$ cat src/pkg/ecd_defs.vh
// Register map, field layout and codes for the display clock control block
`ifndef ECD_DEFS_VH
`define ECD_DEFS_VH

// Register offsets
`define ECD_TCLK_OFFSET     16'h5070
`define ECD_DCLK_OFFSET     16'h5071
`define ECD_STATUS_OFFSET   16'h507F

// Field positions shared by both control registers
`define ECD_EN_BIT          0
`define ECD_SRC_LSB         2
`define ECD_SRC_MSB         3
`define ECD_DIV_LSB         4
`define ECD_DIV_MSB         6

// Reset values of the fields
`define ECD_EN_RST          1'h0
`define ECD_SRC_RST         2'h0
`define ECD_DIV_RST         3'h0

// Source select codes
`define ECD_SRC_FAST_B      2'h0
`define ECD_SRC_SLOW        2'h1
`define ECD_SRC_FAST_A      2'h2
`define ECD_SRC_RSVD        2'h3

// Divider exponent offsets (ratio is 1 / 2**exponent)
`define ECD_TCLK_FAST_BASE  4'h7
`define ECD_DCLK_FAST_BASE  4'h2
`define ECD_DCLK_FAST_MIN   3'h2
`define ECD_DCLK_FAST_MAX   3'h6
`define ECD_DCLK_SLOW_MAX   3'h3

// Status register bit positions
`define ECD_STAT_TCLK_BIT   0
`define ECD_STAT_DCLK_BIT   1

`endif

$ cat src/hw/ecd_clk_div.v
// Power-of-two divider and gate for one output clock
module ecd_clk_div #(
    parameter CW = 14                // Counter width, largest exponent
) (
    input  wire       clock,         // System clock
    input  wire       reset,         // Synchronous reset, active high
    input  wire       srcLevel,      // Synchronised source level
    input  wire       srcRise,       // One-cycle pulse per source rise
    input  wire       gateOn,        // Enable and legal setting
    input  wire [3:0] expSel,        // Division exponent
    output reg        divClk         // Divided, gated clock
);

    reg [CW-1:0] countQ;
    reg          tapD;

    // Counter of source rises, parked at zero while gated off
    always @(posedge clock)
    begin
        if (reset || !gateOn)
            countQ <= {CW{1'b0}};
        else if (srcRise)
            countQ <= countQ + {{(CW-1){1'b0}}, 1'b1};
    end

    // Exponent zero passes the source through undivided
    always @*
    begin
        tapD = 1'b0;
        if (expSel == 4'h0)
            tapD = srcLevel;
        else if (expSel <= CW)
            tapD = countQ[expSel - 4'h1];
    end

    // Gated output rests low; a divided tap starts low, but exponent zero passes a high source level at once
    always @(posedge clock)
    begin
        if (reset || !gateOn)
            divClk <= 1'b0;
        else
            divClk <= tapD;
    end

endmodule // ecd_clk_div

$ cat src/hw/ecd_clock_ctrl.v
// Source select, division and gating for the display timing/doubler clocks
//
// What this block does
// - The timing clock source comes from a 2-bit field: 0 fast osc B, 1 slow osc, 2 fast osc A, 3 reserved, reset 0.
// - The timing clock divides by 1/128..1/16384 for a fast source and 1/1..1/128 for the slow one, by a 3-bit code.
// - The divided timing clock is delivered only while its enable bit 0 is set, which resets to zero.
// - The doubler clock source uses the same 2-bit encoding and resets to zero.
// - The doubler ratio field resets to zero; for a fast source codes 0, 1 and 7 are reserved, 2 to 6 give 1/16, 1/32, 1/64 up to 1/256.
// - The divided doubler clock is delivered only while its enable bit is set, which resets to zero.
`include "ecd_defs.vh"
module ecd_clock_ctrl #(
    parameter AW = 16,                   // Register address width
    parameter DW = 8                     // Register data width
) (
    input  wire          clock,          // System clock, 40 MHz
    input  wire          reset,          // Synchronous reset, active high
    input  wire [AW-1:0] regAddr,        // Register address
    input  wire [DW-1:0] regWrData,      // Register write data
    input  wire          regWrStb,       // Write strobe, one cycle
    input  wire          regRdStb,       // Read strobe, one cycle
    output reg  [DW-1:0] regRdData,      // Read data, cycle after strobe
    input  wire          fastOscB,       // Fast oscillator B pin
    input  wire          fastOscA,       // Fast oscillator A pin
    input  wire          slowOsc,        // Slow oscillator pin
    output wire          timingClkOut,   // Divided timing clock
    output wire          doublerClkOut   // Divided doubler clock
);

    // Control fields of the timing clock register
    reg       timingGateOnQ;
    reg [1:0] timingSrcSelQ;
    reg [2:0] timingDivSelQ;

    // Control fields of the doubler clock register
    reg       doublerGateOnQ;
    reg [1:0] doublerSrcSelQ;
    reg [2:0] doublerDivSelQ;

    // Synchronised oscillator levels and edge history
    wire [2:0] oscPin;
    wire [2:0] oscSync;
    reg  [2:0] oscPrevQ;
    wire [2:0] oscRise;

    // Per-clock source selection and legality
    reg        timingLevel;
    reg        timingRise;
    reg  [3:0] timingExp;
    reg        timingLegal;
    reg        doublerLevel;
    reg        doublerRise;
    reg  [3:0] doublerExp;
    reg        doublerLegal;
    reg        doublerRatioOk;

    reg  [DW-1:0] rdDataD;

    // Pin order in the vector follows the source code order
    assign oscPin = {fastOscA, slowOsc, fastOscB};

    // Oscillators are foreign clocks, so each passes two flops
    genvar gi;
    generate
        for (gi = 0; gi < 3; gi = gi + 1)
        begin : gSync
            ecd_sync uSync (
                .clock   (clock),
                .reset   (reset),
                .asyncIn (oscPin[gi]),
                .syncOut (oscSync[gi])
            );
        end
    endgenerate

    // Edge history taken from the synchronised level only
    always @(posedge clock)
    begin
        if (reset)
            oscPrevQ <= 3'h0;
        else
            oscPrevQ <= oscSync;
    end

    assign oscRise = oscSync & ~oscPrevQ;

    // Register writes; reserved bits are simply not stored
    always @(posedge clock)
    begin
        if (reset)
        begin
            timingGateOnQ  <= `ECD_EN_RST;
            timingSrcSelQ  <= `ECD_SRC_RST;
            timingDivSelQ  <= `ECD_DIV_RST;
            doublerGateOnQ <= `ECD_EN_RST;
            doublerSrcSelQ <= `ECD_SRC_RST;
            doublerDivSelQ <= `ECD_DIV_RST;
        end
        else if (regWrStb)
        begin
            if (regAddr == `ECD_TCLK_OFFSET)
            begin
                timingGateOnQ <= regWrData[`ECD_EN_BIT];
                timingSrcSelQ <= regWrData[`ECD_SRC_MSB:`ECD_SRC_LSB];
                timingDivSelQ <= regWrData[`ECD_DIV_MSB:`ECD_DIV_LSB];
            end
            else if (regAddr == `ECD_DCLK_OFFSET)
            begin
                doublerGateOnQ <= regWrData[`ECD_EN_BIT];
                doublerSrcSelQ <= regWrData[`ECD_SRC_MSB:`ECD_SRC_LSB];
                doublerDivSelQ <= regWrData[`ECD_DIV_MSB:`ECD_DIV_LSB];
            end
        end
    end

    always @*
    begin
        timingLevel = 1'b0;
        timingRise  = 1'b0;
        timingLegal = 1'b1;
        case (timingSrcSelQ)
            `ECD_SRC_FAST_B:
            begin
                timingLevel = oscSync[0];
                timingRise  = oscRise[0];
            end
            `ECD_SRC_SLOW:
            begin
                timingLevel = oscSync[1];
                timingRise  = oscRise[1];
            end
            `ECD_SRC_FAST_A:
            begin
                timingLevel = oscSync[2];
                timingRise  = oscRise[2];
            end
            default:
                timingLegal = 1'b0;
        endcase
    end

    // timing exponent, fast sources start at 1/128
    always @*
    begin
        if (timingSrcSelQ == `ECD_SRC_SLOW)
            timingExp = {1'b0, timingDivSelQ};
        else
            timingExp = `ECD_TCLK_FAST_BASE + {1'b0, timingDivSelQ};
    end

    always @*
    begin
        doublerLevel = 1'b0;
        doublerRise  = 1'b0;
        doublerLegal = 1'b1;
        case (doublerSrcSelQ)
            `ECD_SRC_FAST_B:
            begin
                doublerLevel = oscSync[0];
                doublerRise  = oscRise[0];
            end
            `ECD_SRC_SLOW:
            begin
                doublerLevel = oscSync[1];
                doublerRise  = oscRise[1];
            end
            `ECD_SRC_FAST_A:
            begin
                doublerLevel = oscSync[2];
                doublerRise  = oscRise[2];
            end
            default:
                doublerLegal = 1'b0;
        endcase
    end

    // doubler exponent; code 2 on a fast source is 1/16
    // Ratio legality kept apart so each flag has a single driver
    always @*
    begin
        doublerExp     = {1'b0, doublerDivSelQ};
        doublerRatioOk = 1'b1;
        if (doublerSrcSelQ == `ECD_SRC_SLOW)
        begin
            // slow source above 1/8 is reserved
            if (doublerDivSelQ > `ECD_DCLK_SLOW_MAX)
                doublerRatioOk = 1'b0;
        end
        else
        begin
            doublerExp = `ECD_DCLK_FAST_BASE + {1'b0, doublerDivSelQ};
            // fast codes outside 2..6 are reserved
            if (doublerDivSelQ < `ECD_DCLK_FAST_MIN
                || doublerDivSelQ > `ECD_DCLK_FAST_MAX)
                doublerRatioOk = 1'b0;
        end
    end

    // timing clock gated by enable and legal source
    ecd_clk_div #(
        .CW (14)
    ) uTimingDiv (
        .clock    (clock),
        .reset    (reset),
        .srcLevel (timingLevel),
        .srcRise  (timingRise),
        .gateOn   (timingGateOnQ && timingLegal),
        .expSel   (timingExp),
        .divClk   (timingClkOut)
    );

    // doubler clock gated by enable and legal setting
    ecd_clk_div #(
        .CW (14)
    ) uDoublerDiv (
        .clock    (clock),
        .reset    (reset),
        .srcLevel (doublerLevel),
        .srcRise  (doublerRise),
        .gateOn   (doublerGateOnQ && doublerLegal && doublerRatioOk),
        .expSel   (doublerExp),
        .divClk   (doublerClkOut)
    );

    // Read mux; unmapped offsets and reserved bits read zero
    always @*
    begin
        rdDataD = {DW{1'b0}};
        if (regAddr == `ECD_TCLK_OFFSET)
        begin
            rdDataD[`ECD_EN_BIT]                 = timingGateOnQ;
            rdDataD[`ECD_SRC_MSB:`ECD_SRC_LSB]   = timingSrcSelQ;
            rdDataD[`ECD_DIV_MSB:`ECD_DIV_LSB]   = timingDivSelQ;
        end
        else if (regAddr == `ECD_DCLK_OFFSET)
        begin
            rdDataD[`ECD_EN_BIT]                 = doublerGateOnQ;
            rdDataD[`ECD_SRC_MSB:`ECD_SRC_LSB]   = doublerSrcSelQ;
            rdDataD[`ECD_DIV_MSB:`ECD_DIV_LSB]   = doublerDivSelQ;
        end
        else if (regAddr == `ECD_STATUS_OFFSET)
        begin
            // Shows whether each clock is actually running
            rdDataD[`ECD_STAT_TCLK_BIT] = timingGateOnQ && timingLegal;
            rdDataD[`ECD_STAT_DCLK_BIT] = doublerGateOnQ && doublerLegal
                                          && doublerRatioOk;
        end
    end

    // Read data stands for one cycle only, zero otherwise
    always @(posedge clock)
    begin
        if (reset)
            regRdData <= {DW{1'b0}};
        else if (regRdStb)
            regRdData <= rdDataD;
        else
            regRdData <= {DW{1'b0}};
    end

endmodule // ecd_clock_ctrl

$ cat src/hw/ecd_sync.v
// Two-stage synchroniser for one oscillator pin
module ecd_sync (
    input  wire clock,    // System clock
    input  wire reset,    // Synchronous reset, active high
    input  wire asyncIn,  // Pin from another clock domain
    output reg  syncOut   // Level safe to use in this domain
);

    reg stage1Q;

    // First stage is read by the second stage only
    always @(posedge clock)
    begin
        if (reset)
        begin
            stage1Q <= 1'b0;
            syncOut <= 1'b0;
        end
        else
        begin
            stage1Q <= asyncIn;
            syncOut <= stage1Q;
        end
    end

endmodule // ecd_sync

$ cat config.mk
export PLATFORM = sky130hd
export DESIGN_NAME = ecd_clock_ctrl
export DESIGN_NICKNAME = d
export VERILOG_FILES = /design/src/hw/ecd_clk_div.v /design/src/hw/ecd_clock_ctrl.v /design/src/hw/ecd_sync.v
export VERILOG_INCLUDE_DIRS = /design/src /design/src/pkg
export SDC_FILE = /design/constraint.sdc
export NUM_CORES = 1
export LEC_CHECK = 0
export ABC_AREA = 1
export BUFFER_PORTS_ARGS = -buffer_cell sky130_fd_sc_hd__buf_2
export CAP_MARGIN = 20
export CELL_PAD_IN_SITES_DETAIL_PLACEMENT = 1
export CELL_PAD_IN_SITES_GLOBAL_PLACEMENT = 2
export CORE_UTILIZATION = 35
export CTS_CLUSTER_SIZE = 40
export DETAILED_ROUTE_END_ITERATION = 8
export GPL_ROUTABILITY_DRIVEN = 0
export GPL_TIMING_DRIVEN = 0
export PLACE_DENSITY = 0.89
export SYNTH_ARGS = -nofsm -noshare
export SYNTH_HDL_FRONTEND = slang
export SYNTH_SLANG_ARGS = --single-unit
$ cat constraint.sdc
create_clock -name clock -period 4.3 [get_ports clock]
set_input_delay 0.645 -clock clock [delete_from_list [all_inputs] [get_ports clock]]
set_output_delay 0.645 -clock clock [all_outputs]
set_load 0.02 [all_outputs]
# Word-level counts from Yosys, hierarchy flattened
# Index checks and enable logic that the tools add are counted.
[totals]
ff_bits = 59
inputBits = 31
output_inout_bits = 10
wordCells = 87
[op_classes]
n_addsub = 6
magnitude_cmp = 7
n_eq_ne = 7
mux = 24
bitwise = 5
n_reduce_logical = 18
[op_table]
columns = ["operator", "count"]
rows = [
  ["16-bit by 15-bit equality test with 1-bit output, second input constant", 3],
  ["14-bit by 1-bit adder with 14-bit output, second input constant", 2],
  ["1-bit 2-to-1 mux", 13],
  ["1-bit case mux with 3 select lines", 4],
  ["4-bit by 5-bit less-than comparator with 1-bit output, second input constant", 2],
  ["5-bit 2-to-1 mux", 2],
  ["1-bit binary-select mux with 4-bit select", 2],
  ["4-bit <= comparator, second input constant", 2],
  ["4-bit logical NOT", 2],
  ["4-bit 2-to-1 mux", 2],
  ["4-bit by 1-bit subtractor with 4-bit output, second input constant", 2],
  ["3-bit OR reduction", 2],
  ["5-bit OR reduction", 1],
  ["2-bit by 3-bit adder with 4-bit output, first input constant", 1],
  ["3-bit by 3-bit adder with 4-bit output, first input constant", 1],
  ["2-bit by 1-bit equality test with 1-bit output, second input constant", 2],
  ["2-bit equality test, second input constant", 2],
  ["2-bit logical NOT", 2],
  ["3-bit bitwise AND", 1],
  ["3-bit by 2-bit greater-than comparator with 1-bit output, second input constant", 1],
  ["3-bit greater-than comparator, second input constant", 1],
  ["1-bit logical AND", 3],
  ["1-bit logical OR", 3],
  ["3-bit by 2-bit less-than comparator with 1-bit output, second input constant", 1],
  ["7 further kinds", 10],
]

# Logic depth before layout (Yosys ltp)
[depth]
ltp_word = 8
mapped_depth = 13
mapped_depth_nobuf = 13

# Hierarchy
# From an unflattened synthesis, not the netlist that was laid out.
[hier_totals]
cells_unflattened = 499
hier_area_um2 = 3419.5
[by_module_without_submodules]
columns = ["module", "n_inst", "cells_each", "area_per_inst_um2", "seq_area_each_um2"]
rows = [
  ["ecd_clk_div", 2, 144, 969.7, 300.3],
  ["ecd_clock_ctrl", 1, 193, 1315.0, 440.4],
  ["ecd_sync", 3, 6, 55.1, 40.0],
]

# Worst setup path before layout
# No wires, ideal clock.
[synth_path]
kind = "flip-flop to flip-flop"
start = "register timingDivSelQ[0]"
end = "register uTimingDiv.divClk"
setup_time_ns = 0.120
arrival_time_ns = 1.678
t_required_ns = 4.180
setup_slack_ns = 2.502
path_stages_with_launch = 12
n_path_buf = 0
period_less_slack_ns = 1.798
cell_sequence = "dfxtp_1 -> inv_1 -> ha_1 -> nand2_1 -> nand2_1 -> ha_1 -> inv_1 -> nand3_1 -> nand3_1 -> nand3_1 -> nand3_1 -> a21oi_1"
[synth_via]
elab_chain_cells = 7
elab_cells_between_ends = 9
cone_classes = "2 x add/sub; 1 x order compare; 5 x mux; 1 x reduce/logical"
[synth_lines]
columns = ["item", "line_no", "text"]
rows = [
  ["start: declaration", "ecd_clock_ctrl.v:32", "reg [2:0] timingDivSelQ;"],
  ["start signal: assignment", "ecd_clock_ctrl.v:93", "timingDivSelQ <= `ECD_DIV_RST;"],
  ["start signal: assignment", "ecd_clock_ctrl.v:104", "timingDivSelQ <= regWrData[`ECD_DIV_MSB:`ECD_DIV_LSB];"],
  ["3-bit by 3-bit adder with 4-bit output (no source line)", "n/a", ""],
  ["4-bit 2-to-1 mux *", "ecd_clock_ctrl.v:144", "if (timingSrcSelQ == `ECD_SRC_SLOW)"],
  ["4-bit by 1-bit subtractor with 4-bit output", "ecd_clk_div.v:33", "tapD = countQ[expSel - 4'h1];"],
  ["1-bit binary-select mux with 4-bit select", "ecd_clk_div.v:33", ""],
  ["1-bit 2-to-1 mux (implied by the code)", "ecd_clk_div.v:33", ""],
  ["1-bit 2-to-1 mux", "ecd_clk_div.v:32", "else if (expSel <= CW)"],
  ["1-bit 2-to-1 mux *", "ecd_clk_div.v:30", "if (expSel == 4'h0)"],
  ["end signal: assignment", "ecd_clk_div.v:42", "divClk <= tapD;"],
  ["end: declaration", "ecd_clk_div.v:11", "output reg divClk"],
]
# Every way passes the cells marked *; elsewhere a longest branch is shown, timed or not. The select of a mux whose other input is x is not followed.
# A chain may end at the register's enable or synchronous reset.

# Worst setup path after layout
[layout_path]
start = "register doublerSrcSelQ[0]"
end = "register uDoublerDiv.divClk"
[layout_via]
elab_chain_cells = 7
elab_cells_between_ends = 19
cone_classes = "1 x add/sub; 1 x order compare; 2 x eq/ne; 8 x mux; 7 x reduce/logical"
[layout_lines]
columns = ["item", "line_no", "text"]
rows = [
  ["start: declaration", "ecd_clock_ctrl.v:36", "reg [1:0] doublerSrcSelQ;"],
  ["start signal: assignment", "ecd_clock_ctrl.v:95", "doublerSrcSelQ <= `ECD_SRC_RST;"],
  ["start signal: assignment", "ecd_clock_ctrl.v:109", "doublerSrcSelQ <= regWrData[`ECD_SRC_MSB:`ECD_SRC_LSB];"],
  ["2-bit by 1-bit equality test with 1-bit output (tied with other cells)", "ecd_clock_ctrl.v:155", "case (doublerSrcSelQ)"],
  ["4-bit 2-to-1 mux / 3-bit OR reduction (equally long branches)", "n/a", ""],
  ["4-bit by 1-bit subtractor with 4-bit output / 1-bit 2-to-1 mux (equally long branches)", "ecd_clk_div.v:33, ecd_clock_ctrl.v:155", ""],
  ["1-bit binary-select mux with 4-bit select / 1-bit logical AND (equally long branches)", "ecd_clk_div.v:33, ecd_clock_ctrl.v:219", ""],
  ["1-bit 2-to-1 mux (implied by the code) / 1-bit logical AND (equally long branches)", "ecd_clk_div.v:33, ecd_clock_ctrl.v:219", ""],
  ["1-bit 2-to-1 mux / 1-bit logical NOT (equally long branches)", "ecd_clk_div.v:32, ecd_clk_div.v:39", ""],
  ["1-bit 2-to-1 mux / 1-bit logical OR (equally long branches)", "ecd_clk_div.v:30, ecd_clk_div.v:39", ""],
  ["end signal: assignment", "ecd_clk_div.v:42", ""],
  ["end: declaration", "ecd_clk_div.v:11", ""],
]
# Several ways; a longest one is shown, not always the timed one. The select of a mux whose other input is x is not followed.

==> impl_metrics.ini <==
[outcome]
run_status = finished, final reports clean

[drt]
dr.first_iter.drc_count = 67
iteration_count_of_the_initial_detailed_routing_pass = 4
postRouteWirelength_mm = 8.761
post-route-drc-count = 0
via_cell_ratio = 5.072
via_count = 3246
wire_per_inst_microns = 13.69
antenna_left = 0

[power_and_ir_drop]
static-leakage-power_nw = 1.496
finalPower_mw = 1.023
vdd.ir_drop.worst_uv = 99.92
power_density_relative_to_cell_area_mw_per_mm2 = 270.8

[clock_tree]
tritoncts_clock_tree = yes
cts_repair_resize_count = 0
cts_buffers = 9
cts_setup_buffers = 0
clock_tree.buffer_depth = 2
clkLatencyLatePin_ns = 0.33
root_buffer_selected_by_cts = sky130_fd_sc_hd__clkbuf_8
cts.htree.levels = 3
post_cts_hold_buffer_count = 0
clkSlewWorstSetupHoldPaths_ns = 0.06
clock_sinks = 58

[run]
max_cap_viol_count = 0

[yosys]
ys_warnings = 0
netlist-cell-type-count = 39
syn_avg_cell_area_sq_um = 6.913
ys_seq_elements = 58
synth_top_area_cell = sky130_fd_sc_hd__dfxtp_1
synth.cell_area_sq_mm = 0.003291
synthArstFlopShare_pct = 0
synth.net_count = 518
post_synth_main_area_contributors = sky130_fd_sc_hd__dfxtp_1, sky130_fd_sc_hd__nand2_1, sky130_fd_sc_hd__a21oi_1
seq_area_frac_synth_pct = 35.29
synthDominantCellAreaShare_pct = 35.29
post_synth_inst_count = 476
dominant_synthesized_flop_cell = sky130_fd_sc_hd__dfxtp_1
number_of_enable_flip_flop_cells_after_synthesis = 0

[floorplanning]
die_h_microns = 98.97
coreArea_sq_mm = 0.009153
boundaryPins = 41
initial_core_util_pct = 35.95
die_area_sq_mm = 0.009794
die_w_microns = 98.97
std_cell_rows = 35

[sta]
final_min_period_over_clock_period_pct = 51.92
rsz0062_at_grt = false
timing.final.hold_violations = 0
timing.slew.headroom_pct = 66.00
fin_worst_skew_ns = 0.008231
finalSetupViolations = 0
final_max_slew_viol_count = 0
fin_setup_tns_ns = 0
post-route-min-period_ns = 2.232
fmaxAchievable_mhz = 447.9
worst_slew_pin_slew_ns = 0.5101

[worst_hold_path]
whs_endpoint = gSync[0].uSync.syncOut
min_delay_path_depth = 2
hold_path.startpoint = gSync[0].uSync.stage1Q
hp_class = reg2reg

[critical_path]
r2r.worst_path.cells = 12
crit-reg2reg-launch = doublerSrcSelQ[0]
path_class = reg2reg
cp-end-kind = flop
worstPathRequired_ns = 4.56
setup.worst_path.start_class = flop
r2r_setup_slack_ns = 2.07
cp_data_arrival_time_ns = 2.49
regToRegEndpoint = uDoublerDiv.divClk
critical_path_peak_fanout = 7

[cells_and_area]
layout.cell_area.non_filler_sq_mm = 0.003779
layout.cells.most_common = sky130_fd_sc_hd__nand2_1
antenna_cells = 0
nNetsFinal = 566
areaGrowthSynthToFinish_pct = 14.83
fraction_of_final_layout_cells_sized_beyond_drive_strength_1_pct = 18.15
final_cell_mix = sky130_fd_sc_hd__nand2_1, sky130_fd_sc_hd__inv_1, sky130_fd_sc_hd__dfxtp_1

[grt]
grt_start_max_net_pins = 12
grt_antenna_before_repair = 0
global_router_s_overall_resource_usage_pct = 19.41
vias_in_the_first_global_route = 3322
gr-total-overflow = 0
wire_length_of_the_first_global_routing_pass_mm = 15.11

[place]
placed_cell_area_sq_mm = 0.003615
dpl.hpwl_mm = 6.917
io_buffer_count = 37
==> through the flow <==
stage          utilization [%]  instances  setup slack [ns]  hold slack (ns)
6_report                 41.29        640             2.068           0.4016
5_1_grt                  41.29        640             1.882           0.4296
3_5_place_dp             39.49        624             2.090           0.4043
2_1_floorplan                -        476             2.502           0.3883
3_3_place_gp             39.49        624             2.120           0.3928
4_1_cts                  41.29        640             2.064           0.4083
==> synthesized netlist by cell type, types with 3 or more instances <==
cell,count
sky130_fd_sc_hd__dfxtp_1,58
sky130_fd_sc_hd__nor2_4,3
sky130_fd_sc_hd__nand4_1,10
sky130_fd_sc_hd__clkbuf_1,4
sky130_fd_sc_hd__nand3_2,5
sky130_fd_sc_hd__a31oi_1,4
sky130_fd_sc_hd__nor2_1,45
sky130_fd_sc_hd__xor2_1,4
sky130_fd_sc_hd__nor2_2,5
sky130_fd_sc_hd__nand2_1,91
sky130_fd_sc_hd__o21ai_1,17
sky130_fd_sc_hd__buf_4,3
sky130_fd_sc_hd__ha_1,11
sky130_fd_sc_hd__inv_1,58
sky130_fd_sc_hd__a21oi_1,47
sky130_fd_sc_hd__nand2_2,6
sky130_fd_sc_hd__o21ai_0,17
sky130_fd_sc_hd__nor3_1,9
sky130_fd_sc_hd__or2_0,4
sky130_fd_sc_hd__nand3_1,40
sky130_fd_sc_hd__inv_2,11
==> flip-flops by register name, summed over array words and instances (netlist names), 2 cells and up <==
signal	flops
doublerDivSelQ	3
uDoublerDiv.countQ	14
uTimingDiv.countQ	14
gSync.uSync.syncOut	3
gSync.uSync.stage1Q	3
timingSrcSelQ	2
doublerSrcSelQ	2
timingDivSelQ	3
regRdData	7
oscPrevQ	3
==> power breakdown <==
part / switching [mW] / internal (mW)
clock network: 0.216 / 0.223
logic: 0.0260 / 0.0166
registers: 0.00107 / 0.540
==> cell type report <==
type	count	area, sq um
plain buffers	9	53.80
clock buffers	13	148.9
clock inverters	3	15.01
fillers	1238	5374
inverters	70	262.8
multi-input cells	339	1813
flip-flops and latches	58	1161
well taps	111	138.9
repair buffers	37	185.2
==> worst max path at each step <==
stage,from,end
after floorplan,timingDivSelQ[0],uTimingDiv.divClk
after global placement,doublerSrcSelQ[0],uDoublerDiv.divClk
after detailed placement,doublerSrcSelQ[0],uDoublerDiv.divClk
after CTS,doublerSrcSelQ[0],uDoublerDiv.divClk
after global routing,doublerSrcSelQ[0],uDoublerDiv.divClk
final,doublerSrcSelQ[0],uDoublerDiv.divClk
==> per-layer routing <==
metal / part of all wire [%] / vias to the layer above / GRT usage (%)
met5: 0 / - / 0
met4: 1.8 / 0 / 6.200
met3: 3.0 / 14 / 5.106
met2: 47 / 48 / 32.87
met1: 48 / 1529 / 23.97
li1: - / 1655 / -
==> critical path: stages, from the launching register on <==
cell and delay [ns]:
sky130_fd_sc_hd__dfxtp_1 0.50, sky130_fd_sc_hd__nand2_2 0.17, sky130_fd_sc_hd__xor2_1 0.34, sky130_fd_sc_hd__ha_1 0.37, sky130_fd_sc_hd__inv_1 0.12, sky130_fd_sc_hd__a21oi_1 0.04
sky130_fd_sc_hd__o21ai_0 0.09, sky130_fd_sc_hd__nand2_1 0.08, sky130_fd_sc_hd__nand3_1 0.08, sky130_fd_sc_hd__nand2_1 0.06, sky130_fd_sc_hd__nand3_1 0.07, sky130_fd_sc_hd__nand3_1 0.07
sky130_fd_sc_hd__a21oi_1 0.15
==> cell families after synthesis <==
family / synth area share, %
other: 0.1140
flip-flops: 35.29
adder cells (fa/ha/maj): 4.182
XOR/XNOR: 1.331
AO/OA/AOI/OAI: 14.53
AND/OR/NAND/NOR: 34.94
buffers and inverters: 9.619
Note: power is estimated with default switching activity, not from simulation.
